`src/core/pdc_pkg.sv`:
```
// constants and carrier types for the peripheral dma channel.
// assumes one core clock domain and a byte-wide register port.
package pdc_pkg;

	// ----------------------------------------------------------------
	// register offsets on the local register port
	// ----------------------------------------------------------------
	localparam int unsigned REG_AW   = 3;
	localparam logic [2:0]  OFF_CPTR = 3'h0;
	localparam logic [2:0]  OFF_APTR = 3'h1;
	localparam logic [2:0]  OFF_CTRL = 3'h2;
	localparam logic [2:0]  OFF_SWAP = 3'h3;
	localparam logic [2:0]  OFF_STAT = 3'h4;

	// ----------------------------------------------------------------
	// field positions
	// ----------------------------------------------------------------
	localparam int unsigned SEL_BIT      = 0;
	localparam int unsigned CTRL_PEND    = 5;
	localparam int unsigned CTRL_MASK    = 4;
	localparam int unsigned CTRL_IMSK    = 3;
	localparam int unsigned CTRL_PRI_LSB = 0;
	localparam int unsigned SWAP_EN      = 0;
	localparam int unsigned STAT_BUSY    = 0;
	localparam int unsigned STAT_TABLE   = 1;
	localparam int unsigned STAT_EOB     = 2;

	// ----------------------------------------------------------------
	// reset values and table step
	// ----------------------------------------------------------------
	localparam logic [7:0] RST_PTR  = 8'h00;
	localparam logic [2:0] RST_PRI  = 3'h7;
	localparam logic [7:0] TBL_STEP = 8'h02;

	// ----------------------------------------------------------------
	// timing counts in core clock cycles
	// ----------------------------------------------------------------
	localparam int unsigned SAMPLE_PERIOD = 5;
	localparam int unsigned RF_XFER_CYC   = 8;
	localparam int unsigned MEM_XFER_CYC  = 16;

	typedef enum logic [2:0] {
		PDC_IDLE = 3'b001,
		PDC_WAIT = 3'b010,
		PDC_XFER = 3'b100
	} pdc_state_t;

	// one access toward register file or memory
	typedef struct packed {
		logic        req;
		logic        we;
		logic        space_rf;
		logic        seg_sel;
		logic [15:0] addr;
		logic [7:0]  wdata;
	} pdc_bus_t;

endpackage

```
`src/core/pdc_channel.sv`:
```
// peripheral dma channel: descriptors, arbitration against interrupts,
// transfer sequencing, end-of-block request and two-table swap.
// assumes bus read data arrive the cycle after a request is presented,
// and that a memory access is stretched while bus_wait_i is high.
`timescale 1ns/1ps
`default_nettype none

module pdc_channel #(
	parameter int unsigned SAMPLE_CYC = pdc_pkg::SAMPLE_PERIOD,
	parameter int unsigned RF_CYC     = pdc_pkg::RF_XFER_CYC,
	parameter int unsigned MEM_CYC    = pdc_pkg::MEM_XFER_CYC
) (
	input  wire logic              core_clk_i,
	input  wire logic              resetn_i,
	input  wire logic [2:0]        reg_addr_i,
	input  wire logic [7:0]        reg_wdata_i,
	input  wire logic              reg_we_i,
	input  wire logic              reg_re_i,
	output logic      [7:0]        reg_rdata_o,
	input  wire logic              periph_event_i,
	input  wire logic              periph_to_mem_i,
	input  wire logic [7:0]        periph_rdata_i,
	output logic      [7:0]        periph_wdata_o,
	output logic                   periph_we_o,
	input  wire logic [2:0]        current_priority_i,
	input  wire logic              int_req_i,
	input  wire logic [2:0]        int_level_i,
	input  wire logic              top_priority_interrupt_i,
	input  wire logic              instr_end_i,
	output var pdc_pkg::pdc_bus_t  bus_o,
	input  wire logic [7:0]        bus_rdata_i,
	input  wire logic              bus_wait_i,
	output logic                   dma_grant_o,
	output logic                   dma_busy_o,
	output logic                   eob_irq_o,
	output logic      [2:0]        eob_level_o,
	input  wire logic              eob_ack_i
);

	// ----------------------------------------------------------------
	// state
	// ----------------------------------------------------------------
	pdc_pkg::pdc_state_t state_r;
	pdc_pkg::pdc_bus_t   bus_r;
	logic [7:0]  counter_pointer_reg_r;
	logic [7:0]  address_pointer_reg_r;
	logic        pending_flag_r;
	logic        transfer_request_mask_r;
	logic        block_end_irq_mask_r;
	logic [2:0]  source_priority_r;
	logic        swap_en_r;
	logic        table_r;
	logic        eob_r;
	logic        eob_req_r;
	logic [2:0]  eob_level_r;
	logic        grant_r;
	logic [3:0]  samp_cnt_r;
	logic [3:0]  cyc_r;
	logic        rf_mode_r;
	logic        to_mem_r;
	logic        seg_r;
	logic [15:0] cnt_r;
	logic [15:0] addr_r;
	logic [7:0]  rdata_r;
	logic [7:0]  pwdata_r;
	logic        pwe_r;

	// ----------------------------------------------------------------
	// arbitration terms
	// ----------------------------------------------------------------
	logic        tick;
	logic        dma_req;
	logic        dma_ok;
	logic        int_beats;
	logic        dma_win;
	logic        ack;
	logic        xfer_end;
	logic        blk_end;
	logic [3:0]  last_cyc;
	logic [7:0]  cnt_base;
	logic [7:0]  adr_base;
	logic [7:0]  tbl_off;

	assign tick    = (samp_cnt_r == 4'(SAMPLE_CYC - 1));
	assign dma_req = pending_flag_r & transfer_request_mask_r;
	// lower code is higher priority, so "equal or higher" is <=
	assign dma_ok  = dma_req & ~top_priority_interrupt_i
		& (source_priority_r <= current_priority_i);
	// an interrupt only beats us from a strictly higher level
	assign int_beats = int_req_i & (int_level_i < source_priority_r)
		& (int_level_i < current_priority_i);
	assign dma_win  = tick & dma_ok & ~int_beats;
	assign ack      = (state_r == pdc_pkg::PDC_IDLE) & dma_win;
	assign last_cyc = rf_mode_r ? 4'(RF_CYC - 1) : 4'(MEM_CYC - 1);
	assign xfer_end = (state_r == pdc_pkg::PDC_XFER) & (cyc_r == last_cyc);
	assign blk_end  = xfer_end & (cnt_r == 16'h0000);

	// second table sits one descriptor step above the first
	assign tbl_off  = table_r ? pdc_pkg::TBL_STEP : 8'h00;
	assign cnt_base = {counter_pointer_reg_r[7:1], 1'b0} + tbl_off;
	assign adr_base = {address_pointer_reg_r[7:1], 1'b0} + tbl_off;

	// ----------------------------------------------------------------
	// request sampler
	// ----------------------------------------------------------------
	always_ff @(posedge core_clk_i or negedge resetn_i) begin
		if (!resetn_i) begin
			samp_cnt_r <= 4'h0;
		end else if (tick) begin
			samp_cnt_r <= 4'h0;
		end else begin
			samp_cnt_r <= samp_cnt_r + 4'h1;
		end
	end

	// ----------------------------------------------------------------
	// software registers
	// ----------------------------------------------------------------
	always_ff @(posedge core_clk_i or negedge resetn_i) begin
		if (!resetn_i) begin
			counter_pointer_reg_r <= pdc_pkg::RST_PTR;
			address_pointer_reg_r <= pdc_pkg::RST_PTR;
			block_end_irq_mask_r  <= 1'b0;
			source_priority_r     <= pdc_pkg::RST_PRI;
			swap_en_r             <= 1'b0;
		end else if (reg_we_i) begin
			unique case (reg_addr_i)
				pdc_pkg::OFF_CPTR: counter_pointer_reg_r <= reg_wdata_i;
				pdc_pkg::OFF_APTR: address_pointer_reg_r <= reg_wdata_i;
				pdc_pkg::OFF_CTRL: begin
					block_end_irq_mask_r <= reg_wdata_i[pdc_pkg::CTRL_IMSK];
					source_priority_r    <= reg_wdata_i[pdc_pkg::CTRL_PRI_LSB +: 3];
				end
				pdc_pkg::OFF_SWAP: swap_en_r <= reg_wdata_i[pdc_pkg::SWAP_EN];
				default: ;
			endcase
		end
	end

	// pending flag: hardware event beats both acknowledge and software
	always_ff @(posedge core_clk_i or negedge resetn_i) begin
		if (!resetn_i) begin
			pending_flag_r <= 1'b0;
		end else if (periph_event_i) begin
			pending_flag_r <= 1'b1;
		end else if (reg_we_i && reg_addr_i == pdc_pkg::OFF_CTRL) begin
			pending_flag_r <= reg_wdata_i[pdc_pkg::CTRL_PEND];
		end else if (ack) begin
			pending_flag_r <= 1'b0;
		end
	end

	// request mask: a software write in the same cycle overrides the clear
	always_ff @(posedge core_clk_i or negedge resetn_i) begin
		if (!resetn_i) begin
			transfer_request_mask_r <= 1'b0;
		end else if (reg_we_i && reg_addr_i == pdc_pkg::OFF_CTRL) begin
			transfer_request_mask_r <= reg_wdata_i[pdc_pkg::CTRL_MASK];
		end else if (blk_end && !swap_en_r) begin
			transfer_request_mask_r <= 1'b0;
		end
	end

	// table select toggles at each block end while swapping
	always_ff @(posedge core_clk_i or negedge resetn_i) begin
		if (!resetn_i) begin
			table_r <= 1'b0;
		end else if (!swap_en_r) begin
			table_r <= 1'b0;
		end else if (blk_end) begin
			table_r <= ~table_r;
		end
	end

	// ----------------------------------------------------------------
	// end-of-block request
	// ----------------------------------------------------------------
	always_ff @(posedge core_clk_i or negedge resetn_i) begin
		if (!resetn_i) begin
			eob_r <= 1'b0;
		end else if (blk_end && block_end_irq_mask_r) begin
			eob_r <= 1'b1;
		end else if (eob_ack_i) begin
			eob_r <= 1'b0;
		end
	end

	// presented at sample ticks; held back while our own dma request is allowed (dma_ok), even if an interrupt beats it
	always_ff @(posedge core_clk_i or negedge resetn_i) begin
		if (!resetn_i) begin
			eob_req_r   <= 1'b0;
			eob_level_r <= pdc_pkg::RST_PRI;
		end else if (eob_ack_i) begin
			eob_req_r <= 1'b0;
		end else if (tick) begin
			eob_level_r <= source_priority_r;
			eob_req_r   <= eob_r & ~dma_ok
				& (source_priority_r < current_priority_i);
		end
	end

	// ----------------------------------------------------------------
	// sequencer
	// ----------------------------------------------------------------
	always_ff @(posedge core_clk_i or negedge resetn_i) begin
		if (!resetn_i) begin
			state_r   <= pdc_pkg::PDC_IDLE;
			grant_r   <= 1'b0;
			rf_mode_r <= 1'b0;
			to_mem_r  <= 1'b0;
			seg_r     <= 1'b0;
		end else begin
			unique case (state_r)
				pdc_pkg::PDC_IDLE: begin
					if (ack) begin
						state_r   <= pdc_pkg::PDC_WAIT;
						grant_r   <= 1'b1;
						// freeze mode bits so a rewrite cannot tear a transfer
						rf_mode_r <= counter_pointer_reg_r[pdc_pkg::SEL_BIT];
						seg_r     <= address_pointer_reg_r[pdc_pkg::SEL_BIT];
						to_mem_r  <= periph_to_mem_i;
					end
				end
				pdc_pkg::PDC_WAIT: begin
					if (instr_end_i) begin
						state_r <= pdc_pkg::PDC_XFER;
					end
				end
				pdc_pkg::PDC_XFER: begin
					// no exit but the last cycle: nothing can cut it short
					if (xfer_end) begin
						state_r <= pdc_pkg::PDC_IDLE;
						grant_r <= 1'b0;
					end
				end
			endcase
		end
	end

	// cycle counter; memory data access holds while stretched
	always_ff @(posedge core_clk_i or negedge resetn_i) begin
		if (!resetn_i) begin
			cyc_r <= 4'h0;
		end else if (state_r != pdc_pkg::PDC_XFER || xfer_end) begin
			cyc_r <= 4'h0;
		end else if (!(!rf_mode_r && cyc_r == 4'h7 && bus_wait_i)) begin
			cyc_r <= cyc_r + 4'h1;
		end
	end

	// ----------------------------------------------------------------
	// descriptor and data schedule
	// ----------------------------------------------------------------
	always_ff @(posedge core_clk_i or negedge resetn_i) begin
		if (!resetn_i) begin
			bus_r    <= '0;
			cnt_r    <= 16'h0000;
			addr_r   <= 16'h0000;
			pwdata_r <= 8'h00;
			pwe_r    <= 1'b0;
		end else begin
			bus_r <= '0;
			pwe_r <= 1'b0;
			if (state_r == pdc_pkg::PDC_XFER && rf_mode_r) begin
				// 8-bit descriptors: address even, counter odd
				unique case (cyc_r)
					4'h0: bus_r <= '{1'b1, 1'b0, 1'b1, 1'b0, {8'h00, cnt_base}, 8'h00};
					4'h1: bus_r <= '{1'b1, 1'b0, 1'b1, 1'b0,
						{8'h00, cnt_base + 8'h01}, 8'h00};
					4'h2: addr_r <= {8'h00, bus_rdata_i};
					4'h3: begin
						cnt_r <= {8'h00, bus_rdata_i};
						bus_r <= '{1'b1, to_mem_r, 1'b1, 1'b0, addr_r,
							periph_rdata_i};
					end
					4'h4: begin
						addr_r <= {8'h00, addr_r[7:0] + 8'h01};
						cnt_r  <= cnt_r - 16'h0001;
					end
					4'h5: begin
						if (!to_mem_r) begin
							pwdata_r <= bus_rdata_i;
							pwe_r    <= 1'b1;
						end
						bus_r <= '{1'b1, 1'b1, 1'b1, 1'b0, {8'h00, cnt_base},
							addr_r[7:0]};
					end
					4'h6: bus_r <= '{1'b1, 1'b1, 1'b1, 1'b0,
						{8'h00, cnt_base + 8'h01}, cnt_r[7:0]};
					default: ;
				endcase
			end else if (state_r == pdc_pkg::PDC_XFER) begin
				// 16-bit pairs, counter via one pointer, address via other
				unique case (cyc_r)
					4'h0: bus_r <= '{1'b1, 1'b0, 1'b1, 1'b0, {8'h00, cnt_base}, 8'h00};
					4'h1: bus_r <= '{1'b1, 1'b0, 1'b1, 1'b0,
						{8'h00, cnt_base + 8'h01}, 8'h00};
					4'h2: begin
						cnt_r[15:8] <= bus_rdata_i;
						bus_r <= '{1'b1, 1'b0, 1'b1, 1'b0, {8'h00, adr_base}, 8'h00};
					end
					4'h3: begin
						cnt_r[7:0] <= bus_rdata_i;
						bus_r <= '{1'b1, 1'b0, 1'b1, 1'b0,
							{8'h00, adr_base + 8'h01}, 8'h00};
					end
					4'h4: addr_r[15:8] <= bus_rdata_i;
					4'h5: addr_r[7:0] <= bus_rdata_i;
					4'h6: bus_r <= '{1'b1, to_mem_r, 1'b0, seg_r, addr_r,
						periph_rdata_i};
					4'h7: begin
						if (bus_wait_i) begin
							bus_r <= bus_r;
						end
					end
					4'h8: begin
						if (!to_mem_r) begin
							pwdata_r <= bus_rdata_i;
							pwe_r    <= 1'b1;
						end
						addr_r <= addr_r + 16'h0001;
						cnt_r  <= cnt_r - 16'h0001;
					end
					4'h9: bus_r <= '{1'b1, 1'b1, 1'b1, 1'b0, {8'h00, adr_base},
						addr_r[15:8]};
					4'ha: bus_r <= '{1'b1, 1'b1, 1'b1, 1'b0,
						{8'h00, adr_base + 8'h01}, addr_r[7:0]};
					4'hb: bus_r <= '{1'b1, 1'b1, 1'b1, 1'b0, {8'h00, cnt_base},
						cnt_r[15:8]};
					4'hc: bus_r <= '{1'b1, 1'b1, 1'b1, 1'b0,
						{8'h00, cnt_base + 8'h01}, cnt_r[7:0]};
					default: ;
				endcase
			end
		end
	end

	// ----------------------------------------------------------------
	// register read port, data valid one cycle after the strobe
	// ----------------------------------------------------------------
	always_ff @(posedge core_clk_i or negedge resetn_i) begin
		if (!resetn_i) begin
			rdata_r <= 8'h00;
		end else if (reg_re_i) begin
			unique case (reg_addr_i)
				pdc_pkg::OFF_CPTR: rdata_r <= counter_pointer_reg_r;
				pdc_pkg::OFF_APTR: rdata_r <= address_pointer_reg_r;
				pdc_pkg::OFF_CTRL: rdata_r <= {2'b00, pending_flag_r,
					transfer_request_mask_r, block_end_irq_mask_r, source_priority_r};
				pdc_pkg::OFF_SWAP: rdata_r <= {7'h00, swap_en_r};
				pdc_pkg::OFF_STAT: rdata_r <= {5'h00, eob_r, table_r,
					state_r != pdc_pkg::PDC_IDLE};
				default: rdata_r <= 8'h00;
			endcase
		end else begin
			rdata_r <= 8'h00;
		end
	end

	// ----------------------------------------------------------------
	// outputs
	// ----------------------------------------------------------------
	assign reg_rdata_o    = rdata_r;
	assign periph_wdata_o = pwdata_r;
	assign periph_we_o    = pwe_r;
	assign bus_o          = bus_r;
	assign dma_grant_o    = grant_r;
	assign dma_busy_o     = grant_r;
	assign eob_irq_o      = eob_req_r;
	assign eob_level_o    = eob_level_r;

endmodule

`default_nettype wire

```
`config.mk`:
```
export PLATFORM = sky130hd
export DESIGN_NAME = pdc_channel
export DESIGN_NICKNAME = d
export VERILOG_FILES = /design/src/core/pdc_pkg.sv /design/src/core/pdc_channel.sv
export SDC_FILE = /design/constraint.sdc
export NUM_CORES = 1
export LEC_CHECK = 0
export BUFFER_PORTS_ARGS = -buffer_cell sky130_fd_sc_hd__buf_2
export CAP_MARGIN = 20
export CORE_AREA = 2 2 92 183
export DETAILED_ROUTE_END_ITERATION = 10
export DIE_AREA = 0 0 94 185
export PLACE_DENSITY_LB_ADDON = 0.15
export SLEW_MARGIN = 20
export SYNTH_ARGS = -nofsm -noshare
export SYNTH_HDL_FRONTEND = slang
export SYNTH_SLANG_ARGS = --single-unit
```
`constraint.sdc`:
```
create_clock -name core_clk_i -period 2.31 [get_ports core_clk_i]
set_input_delay 0.693 -clock core_clk_i [delete_from_list [all_inputs] [get_ports core_clk_i]]
set_output_delay 0.693 -clock core_clk_i [all_outputs]
set_load 0.02 [all_outputs]
```
* Word level (Yosys, flattened, before mapping)
Index checks and enable logic that the tools add are counted.
** Operators by class
- $add $sub $neg :: 9
- Order comparisons :: 4
- Equal/unequal tests :: 32
- Mux-type cells :: 50
- Bitwise operators :: 17
- Reductions and logical operators :: 36
** Operators with widths (count)
- 28-bit one-hot mux with 10 select lines :: 1
- 28-bit one-hot mux with 5 select lines :: 1
- 28-bit two-way mux :: 3
- 16-bit two-way mux :: 4
- 16-bit one-hot mux with 2 select lines :: 2
- 8-bit one-hot mux with 2 select lines :: 4
- 8-bit two-way mux :: 6
- 8-bit one-hot mux with 5 select lines :: 1
- 8-bit by 1-bit adder with 8-bit output (second input constant) :: 3
- 3-bit AND reduction :: 7
- 4-bit by 3-bit == test with 1-bit output (second input constant) :: 5
- 4-bit == test (second input constant) :: 5
- 1-bit two-way mux :: 18
- 16-bit by 1-bit adder with 16-bit output (second input constant) :: 1
- 8-bit by 2-bit adder with 8-bit output :: 2
- 16-bit zero test :: 1
- 4-bit two-way mux :: 4
- 16-bit by 1-bit subtractor with 16-bit output (second input constant) :: 1
- 3-bit nonzero test :: 5
- 1-bit AND :: 12
- 2-bit AND reduction :: 6
- 2-bit nonzero test :: 6
- 3-bit by 2-bit == test with 1-bit output (second input constant) :: 3
- 3-bit less-than comparator :: 3
- other kinds (22) :: 44
** Word-level totals
- Bits in registers :: 121
- Word-level logic and storage cells :: 179

* Logic depth before layout (Yosys ltp)
Gate-level depths: netlist of run 1.
- Word-level depth :: 9
- Gate-level depth with buffers :: 11
- Mapped depth without buffers :: 8

* Worst setup path before layout of run 1
Ideal clock, no wire load.
- Path kind :: input -> register
- Start point :: input port current_priority_i[1]
- End point :: register to_mem_r
- Library setup time :: 0.125 ns
- Data arrival time :: 2.323 ns
- Data required time :: 2.185 ns
- Setup slack :: -0.138 ns
- Stages on the path :: 8
- Path buffers :: 0
- Cells stage by stage :: inv_1 > ha_1 > nor2b_1 > o21ai_0 > a32oi_1 > a2111o_1 > nor2_2 > mux2_2
** On the way
- Longest elaborated chain between the ends :: 6
** RTL lines
- from (decl) :: line pdc_channel.sv:25 : input wire logic [2:0] current_priority_i,
- 3-bit less-or-equal comparator or 3-bit less-than comparator (tied branches) :: line pdc_channel.sv:88, pdc_channel.sv:91
- 1-bit AND (on tied branches) :: line pdc_channel.sv:88, pdc_channel.sv:91
- 1-bit AND or 1-bit NOT (tied branches) :: line pdc_channel.sv:92 : assign dma_win = tick & dma_ok & ~int_beats;
- 1-bit AND * :: line pdc_channel.sv:92
- 1-bit AND * :: line pdc_channel.sv:93 : assign ack = (state_r == pdc_pkg::PDC_IDLE) & dma_win;
- 2-bit AND reduction (no source line) *
- to (signal assigned) :: line pdc_channel.sv:221 : to_mem_r <= periph_to_mem_i;
- to (decl) :: line pdc_channel.sv:60 : logic to_mem_r;
Every way passes the cells marked *; elsewhere a longest branch is shown, timed or not.
A chain may end at the register's enable or synchronous reset.

* Worst setup path after layout of run 1
- Start point :: register source_priority_r[1]
- End point :: register to_mem_r
** On the way
- Longest elaborated chain between the ends :: 7
** RTL lines
- from (decl) :: line pdc_channel.sv:50 : logic [2:0] source_priority_r;
- from (signal assigned) :: line pdc_channel.sv:124 : source_priority_r <= pdc_pkg::RST_PRI;
- from (signal assigned) :: line pdc_channel.sv:132 : source_priority_r <= reg_wdata_i[pdc_pkg::CTRL_PRI_LSB +: 3];
- 3-bit less-than comparator :: line pdc_channel.sv:90 : assign int_beats = int_req_i & (int_level_i < source_priority_r)
- 1-bit AND :: line pdc_channel.sv:90
- 1-bit AND :: line pdc_channel.sv:91 : & (int_level_i < current_priority_i);
- 1-bit NOT :: line pdc_channel.sv:92
- 1-bit AND * :: line pdc_channel.sv:92
- 1-bit AND * :: line pdc_channel.sv:93
- 2-bit AND reduction (no source line) *
Marked as above.

==> results.toml, run 1 <==
[route]
drc = 0
first_pass_iters = 7
num_vias = 6358
antenna_left = 0
via_per_inst = 5.86
drt_iter0_drc = 563
routedWlPerCell_um = 18.6
wl_um = 20200

[floorplanning]
die_x_um = 94
rows = 66
start_util_pct = 43.9
core_area_um2 = 16100
design.die.area_um2 = 17400
dieHeight_um = 185
io-pin-count = 95

[clocking]
clkTransAtPathRegs_ns = 0.06
clock_path_buffers = 2
cts_hold_buf = 0
numCtsBuffers = 17
cts.root.buffer_cell = "clkbuf_16"
cts.sinks = 121
h-tree-depth = 4
cts_tree = "yes"
insertion_delay_ns = 0.43

[logic_synthesis]
syn-num-nets = 823
postSynth.asyncResetShare_pct = 100
synth_edf_count = 0
postSynthCellCount = 759
synth-seq-cells = 121
synth_top_cell_area_share_pct = 40.4
syn_area_per_cell_um2 = 9.31
post-synth-top-count-cell = "dfrtp_1"
synth_warnings = 0
synth.distinct_cells = 73
synth_ff_type = "dfrtp_1"
synth_top_family_by_area = "compound AO/OA/AOI/OAI gates"
synth_simple_gate_area_share_pct = 16.5
syn_area_um2 = 7060
synth_area_leaders = "dfrtp_1 (40%), o21ai_0 (4.5%), a21oi_1 (4.1%)"
synth_xor_area_share_pct = 1.86
synth_compound_area_share_pct = 24.0
synth_mux_area_share_pct = 6.24
synth_area_leader_cell = "dfrtp_1"
synthAdderAreaFrac_pct = 3.54
seq_area_frac_synth_pct = 43.0
ys_top_cells_by_count = "dfrtp_1 (114), o21ai_0 (64), a21oi_1 (58), nand2_1 (55), nor2_1 (55)"

[final_layout]
n_antenna_cell = 0
final_nets = 932
post-route-util_pct = 53.9
syn2layout_area_growth_pct = 22.9
fill_cells = 1522
fin_area_um2 = 8680
drive_above_1_share_pct = 26.1
final_cells = 1085

[sta]
rsz0062_at_grt = "false"
hold_ws_ns = 0.202
slew_violations = 0
period_minus_slack_ns = 2.23
finalSetupViolations = 0
setup_tns_ns = 0
finClkSkew_ns = 0.0107
max_freq_mhz = 449
finalCritPeriodShare_pct = 96.4
hold_viol = 0
post-route-worst-setup-slack_ns = 0.0831
slew_headroom_pct = 37.0
max_slew.worst_pin.slew_ns = 0.940

[global_routing]
gr-total-overflow = 0
antenna_found_initial = 0
grt_first_pass_wirelength_um = 32200
grt_max_degree = 50
grt_pass1_vias = 6101
track_usage_pct = 24.2

[worst_setup_path]
worstSetupPathType = "reg -> reg"
cp-start-kind = "flop"
crit_fanout = 4
end_kind = "flop"
cp_data_required_time_ns = 2.61
arrival_ns = 2.53

[job]
maxCapViolCount = 0

[placement]
io_buffers = 94
dp_cells = 1053
pre_cts_ws_ns = -0.173
placedInstanceArea_um2 = 8010
gp_congestion = 0.943
dp_hpwl_um = 15000

[pwr]
p_leak_nw = 3.83
peakVddDrop_mv = 0.512
power.density_nw_per_um2 = 773
p_total_mw = 6.71

[hold_path]
min-delay-path-class = "in -> async"

[run_status]
status = "finished clean"
[flip-flops by register name (all words and copies together) (netlist names), 3 cells and up]
register,count
counter_pointer_reg_r,8
addr_r,16
reg_rdata_o,8
cnt_r,16
source_priority_r,3
state_r,3
samp_cnt_r,4
address_pointer_reg_r,8
bus_o,28
cyc_r,4
eob_level_o,3
periph_wdata_o,8
[layout by cell type, fill, tap and decap left out, drive strengths merged, types with 12 or more instances in the layout]
cell type,n
a21oi,59
a22o,12
a22oi,36
buf,140
clkbuf,20
dfrtp,114
ha,20
inv,26
mux2,32
nand2,56
nand2b,12
nand3,20
nor2,58
nor3,17
o21ai,70
o22ai,19
[path summary, 6_finish.rpt]
check	start	end	cells past startpoint	slack (ns)
min in group core_clk_i	eob_ack_i	eob_irq_o$_DFFE_PN0P_	2	0.46
min	resetn_i	bus_o[19]$_DFFE_PN0P_	1	0.20
max reg2reg	source_priority_r[1]$_DFFE_PN1P_	to_mem_r$_DFFE_PN0P_	7	0.08
min reg2reg	samp_cnt_r[0]$_DFF_PN0_	samp_cnt_r[0]$_DFF_PN0_	1	0.49
max	source_priority_r[1]$_DFFE_PN1P_	to_mem_r$_DFFE_PN0P_	7	0.08
max in group asynchronous	resetn_i	source_priority_r[0]$_DFFE_PN1P_	2	1.45
[cells by family (layout without fill, tap and decap cells)]
group | after synthesis | in the layout
muxes | 40 | 40
xor gates and xnor gates | 15 | 15
and+or+nand+nor | 227 | 227
AOI/OAI and AO/OA | 260 | 260
buffers and inverters | 76 | 198
adders and majority gates | 20 | 20
DFF | 121 | 121
[layer usage]
metal | wire (µm) | GRT usage [%]
met5 | 0 | 0
met4 | 735 | 10.9
met3 | 1030 | 4.15
met2 | 9840 | 38.8
met1 | 8610 | 31.7
[power by group]
group          switching (mW)  internal (mW)
combinational           0.649          0.514
clock                   0.975           1.96
sequential              0.248           2.36
[worst max-delay path, cell delays in order, from the launching register on]
cell	delay [ns]
dfstp_2	0.59
ha_4	0.22
nor2b_1	0.12
o21ai_1	0.17
a32oi_1	0.08
a2111o_1	0.42
nor2_4	0.20
mux2_4	0.31
[cell type report]
class | instances | area (µm²) | share of cell area, %
multi-input cells | 562 | 3730 | 43.0
clock buffers | 20 | 457 | 5.26
well taps | 204 | 255 | 2.94
clock inverters | 12 | 196 | 2.26
repair buffers | 140 | 906 | 10.4
inverters | 26 | 97.6 | 1.12
flip-flops and latches | 121 | 3040 | 35.0
[repair_timing]
action                     4_1_cts  5_1_grt
buffers inserted                 0        0
resized for setup                0        6
setup endpoints to repair        0       23
No activity file was read; power rests on OpenSTA's default activity.
==> run 2, diff against run 1 <==
clock period = 2.75 ns   (was 2.31 ns; I/O delays follow)
==> run 2 against run 1 <==
Cell area shrank 2.8%; cell count shrank 1.0%; flip-flop and latch count is the same; combinational power shrank 15%; non-clock buffer count shrank 11; fmax shrank 9.1%; hold slack gained 0.088 ns; critical path type unchanged; highest routed layer unchanged.
==> results.toml, run 2 (synthesis gave the netlist of run 1 again) <==
[clocking]
insertion_delay_ns = 0.42
post_cts_resized = 0
post_cts_buffers = 0
numCtsBuffers = 17
cts.sinks = 121
cts.root.buffer_cell = "clkbuf_16"
h-tree-depth = 4
cts_hold_buf = 0
clkTransAtPathRegs_ns = 0.06
cts_tree = "yes"
clock_path_buffers = 2

[final_layout]
layout_common_cells = "dfrtp_1 (114), buf_2 (93), o21ai_0 (64)"
multiInputGateArea_um2 = 3690
final_nets = 921
largest_register_ffs = 28
post-route-util_pct = 52.4
n_antenna_cell = 0
drive_above_1_share_pct = 23.9
syn2layout_area_growth_pct = 19.5
regArea_um2 = 3040
final_common_cell = "dfrtp_1"
fill_cells = 1544

[pwr]
power.density_nw_per_um2 = 641
peakVddDrop_mv = 0.388
p_leak_nw = 3.73

[sta]
slew_headroom_pct = 44.8
slew_violations = 0
finalCritPeriodShare_pct = 89.1
max_freq_mhz = 408
finalSetupViolations = 0
rsz0062_at_grt = "false"
period_minus_slack_ns = 2.45
hold_viol = 0
finClkSkew_ns = 0.00817
post-route-worst-setup-slack_ns = 0.299
max_slew.worst_pin.slew_ns = 0.822

[route]
top_layer_used = "met4"
antenna_left = 0
wl_um = 20300
first_pass_iters = 5
wl_met3_um = 1070
route.met2.wl_um = 9780
drc = 0
num_vias = 6395
drt_iter0_drc = 609
routedWlPerCell_um = 18.9
via_per_inst = 5.95
drt-met1-wl_um = 8880

[floorplanning]
design.die.area_um2 = 17400
die_x_um = 94
core_area_um2 = 16100
io-pin-count = 95
dieHeight_um = 185
rows = 66
start_util_pct = 43.9

[worst_setup_path]
rr_endpoint = "bus_o[13]$_DFFE_PN0P_"
end_kind = "flop"
cp_data_required_time_ns = 3.08
path_delay_family = "simple AND/OR/NAND/NOR gates"
cp-start-kind = "flop"
worstRegToRegCells = 8
crit_fanout = 9
worstSetupPathType = "reg -> reg"
r2r_setup_slack_ns = 0.30
r2r_start = "cyc_r[0]$_DFFE_PN0P_"
arrival_ns = 2.78
path_cells = "inv_1 > ha_1 > inv_2 > or3_1 > a211oi_1 > nor2b_1 > a221oi_1 > o21ai_0"
critPathMaxStageDelay_ns = 0.58
critPathBufInv = 2
critical-path-slowest-cell = "nor2b_1"

[global_routing]
track_usage_pct = 24.0
grt_max_degree = 60
grt_pass1_vias = 5987
grt_first_pass_wirelength_um = 32200
gr-total-overflow = 0
antenna_found_initial = 0

[placement]
dp_hpwl_um = 14600
pre_cts_ws_ns = -0.106
gp_congestion = 0.886
io_buffers = 94

[hold_path]
min-delay-path-class = "in -> async"

[job]
maxCapViolCount = 0

[run_status]
status = "finished clean"
-- run 2: cell count changes in the layout (fill, tap and decap cells not counted), sizes merged --
cell	before	now
clkbuf	20	25
buf	140	129
bufinv	5	2
clkinv	4	2
-- run 2: per-layer routing --
metal,global-route usage [%],up-vias
met5,0,-
met4,9.80,0
met3,3.82,45
met2,37.8,239
met1,32.7,3107
li1,-,3004
-- run 2: through the flow --
step	area [µm²]	instances	TNS (ns)	hold WS, ns	power [mW]
2_1_floorplan	7060	759	0	0.452	2.79
3_3_place_gp	7850	1042	-0.0284	0.471	3.18
3_5_place_dp	7850	1042	-0.307	0.478	3.20
4_1_cts	8440	1074	0	0.290	5.44
5_1_grt	8440	1074	0	0.298	5.65
6_report	8440	1074	0	0.290	5.41
-- run 2: final cells by class --
type / instances / share of cell area (%)
clock buffer: 25 / 5.87
sequential: 121 / 36.0
inverter: 26 / 1.16
clock inverter: 7 / 1.10
tap: 204 / 3.02
timing repair buffer: 129 / 9.16
multi-input combinational: 562 / 43.7
-- run 2: where the power goes --
part / internal, mW / switching [mW]
clock network: 1.43 / 0.804
logic: 0.429 / 0.557
registers: 1.98 / 0.211
-- run 2: how the worst max path moves through the flow --
stage / end / start / slack, ns / depth (start not counted)
after global routing: bus_o[13]$_DFFE_PN0P_ / cyc_r[0]$_DFFE_PN0P_ / 0.09 / 8
after CTS: bus_o[13]$_DFFE_PN0P_ / cyc_r[0]$_DFFE_PN0P_ / 0.29 / 8
final: bus_o[13]$_DFFE_PN0P_ / cyc_r[0]$_DFFE_PN0P_ / 0.30 / 8
after global placement: seg_r$_DFFE_PN0P_ / current_priority_i[1] / -0.01 / 9
after detailed placement: seg_r$_DFFE_PN0P_ / current_priority_i[1] / -0.11 / 9
after floorplan: to_mem_r$_DFFE_PN0P_ / current_priority_i[1] / 0.17 / 8
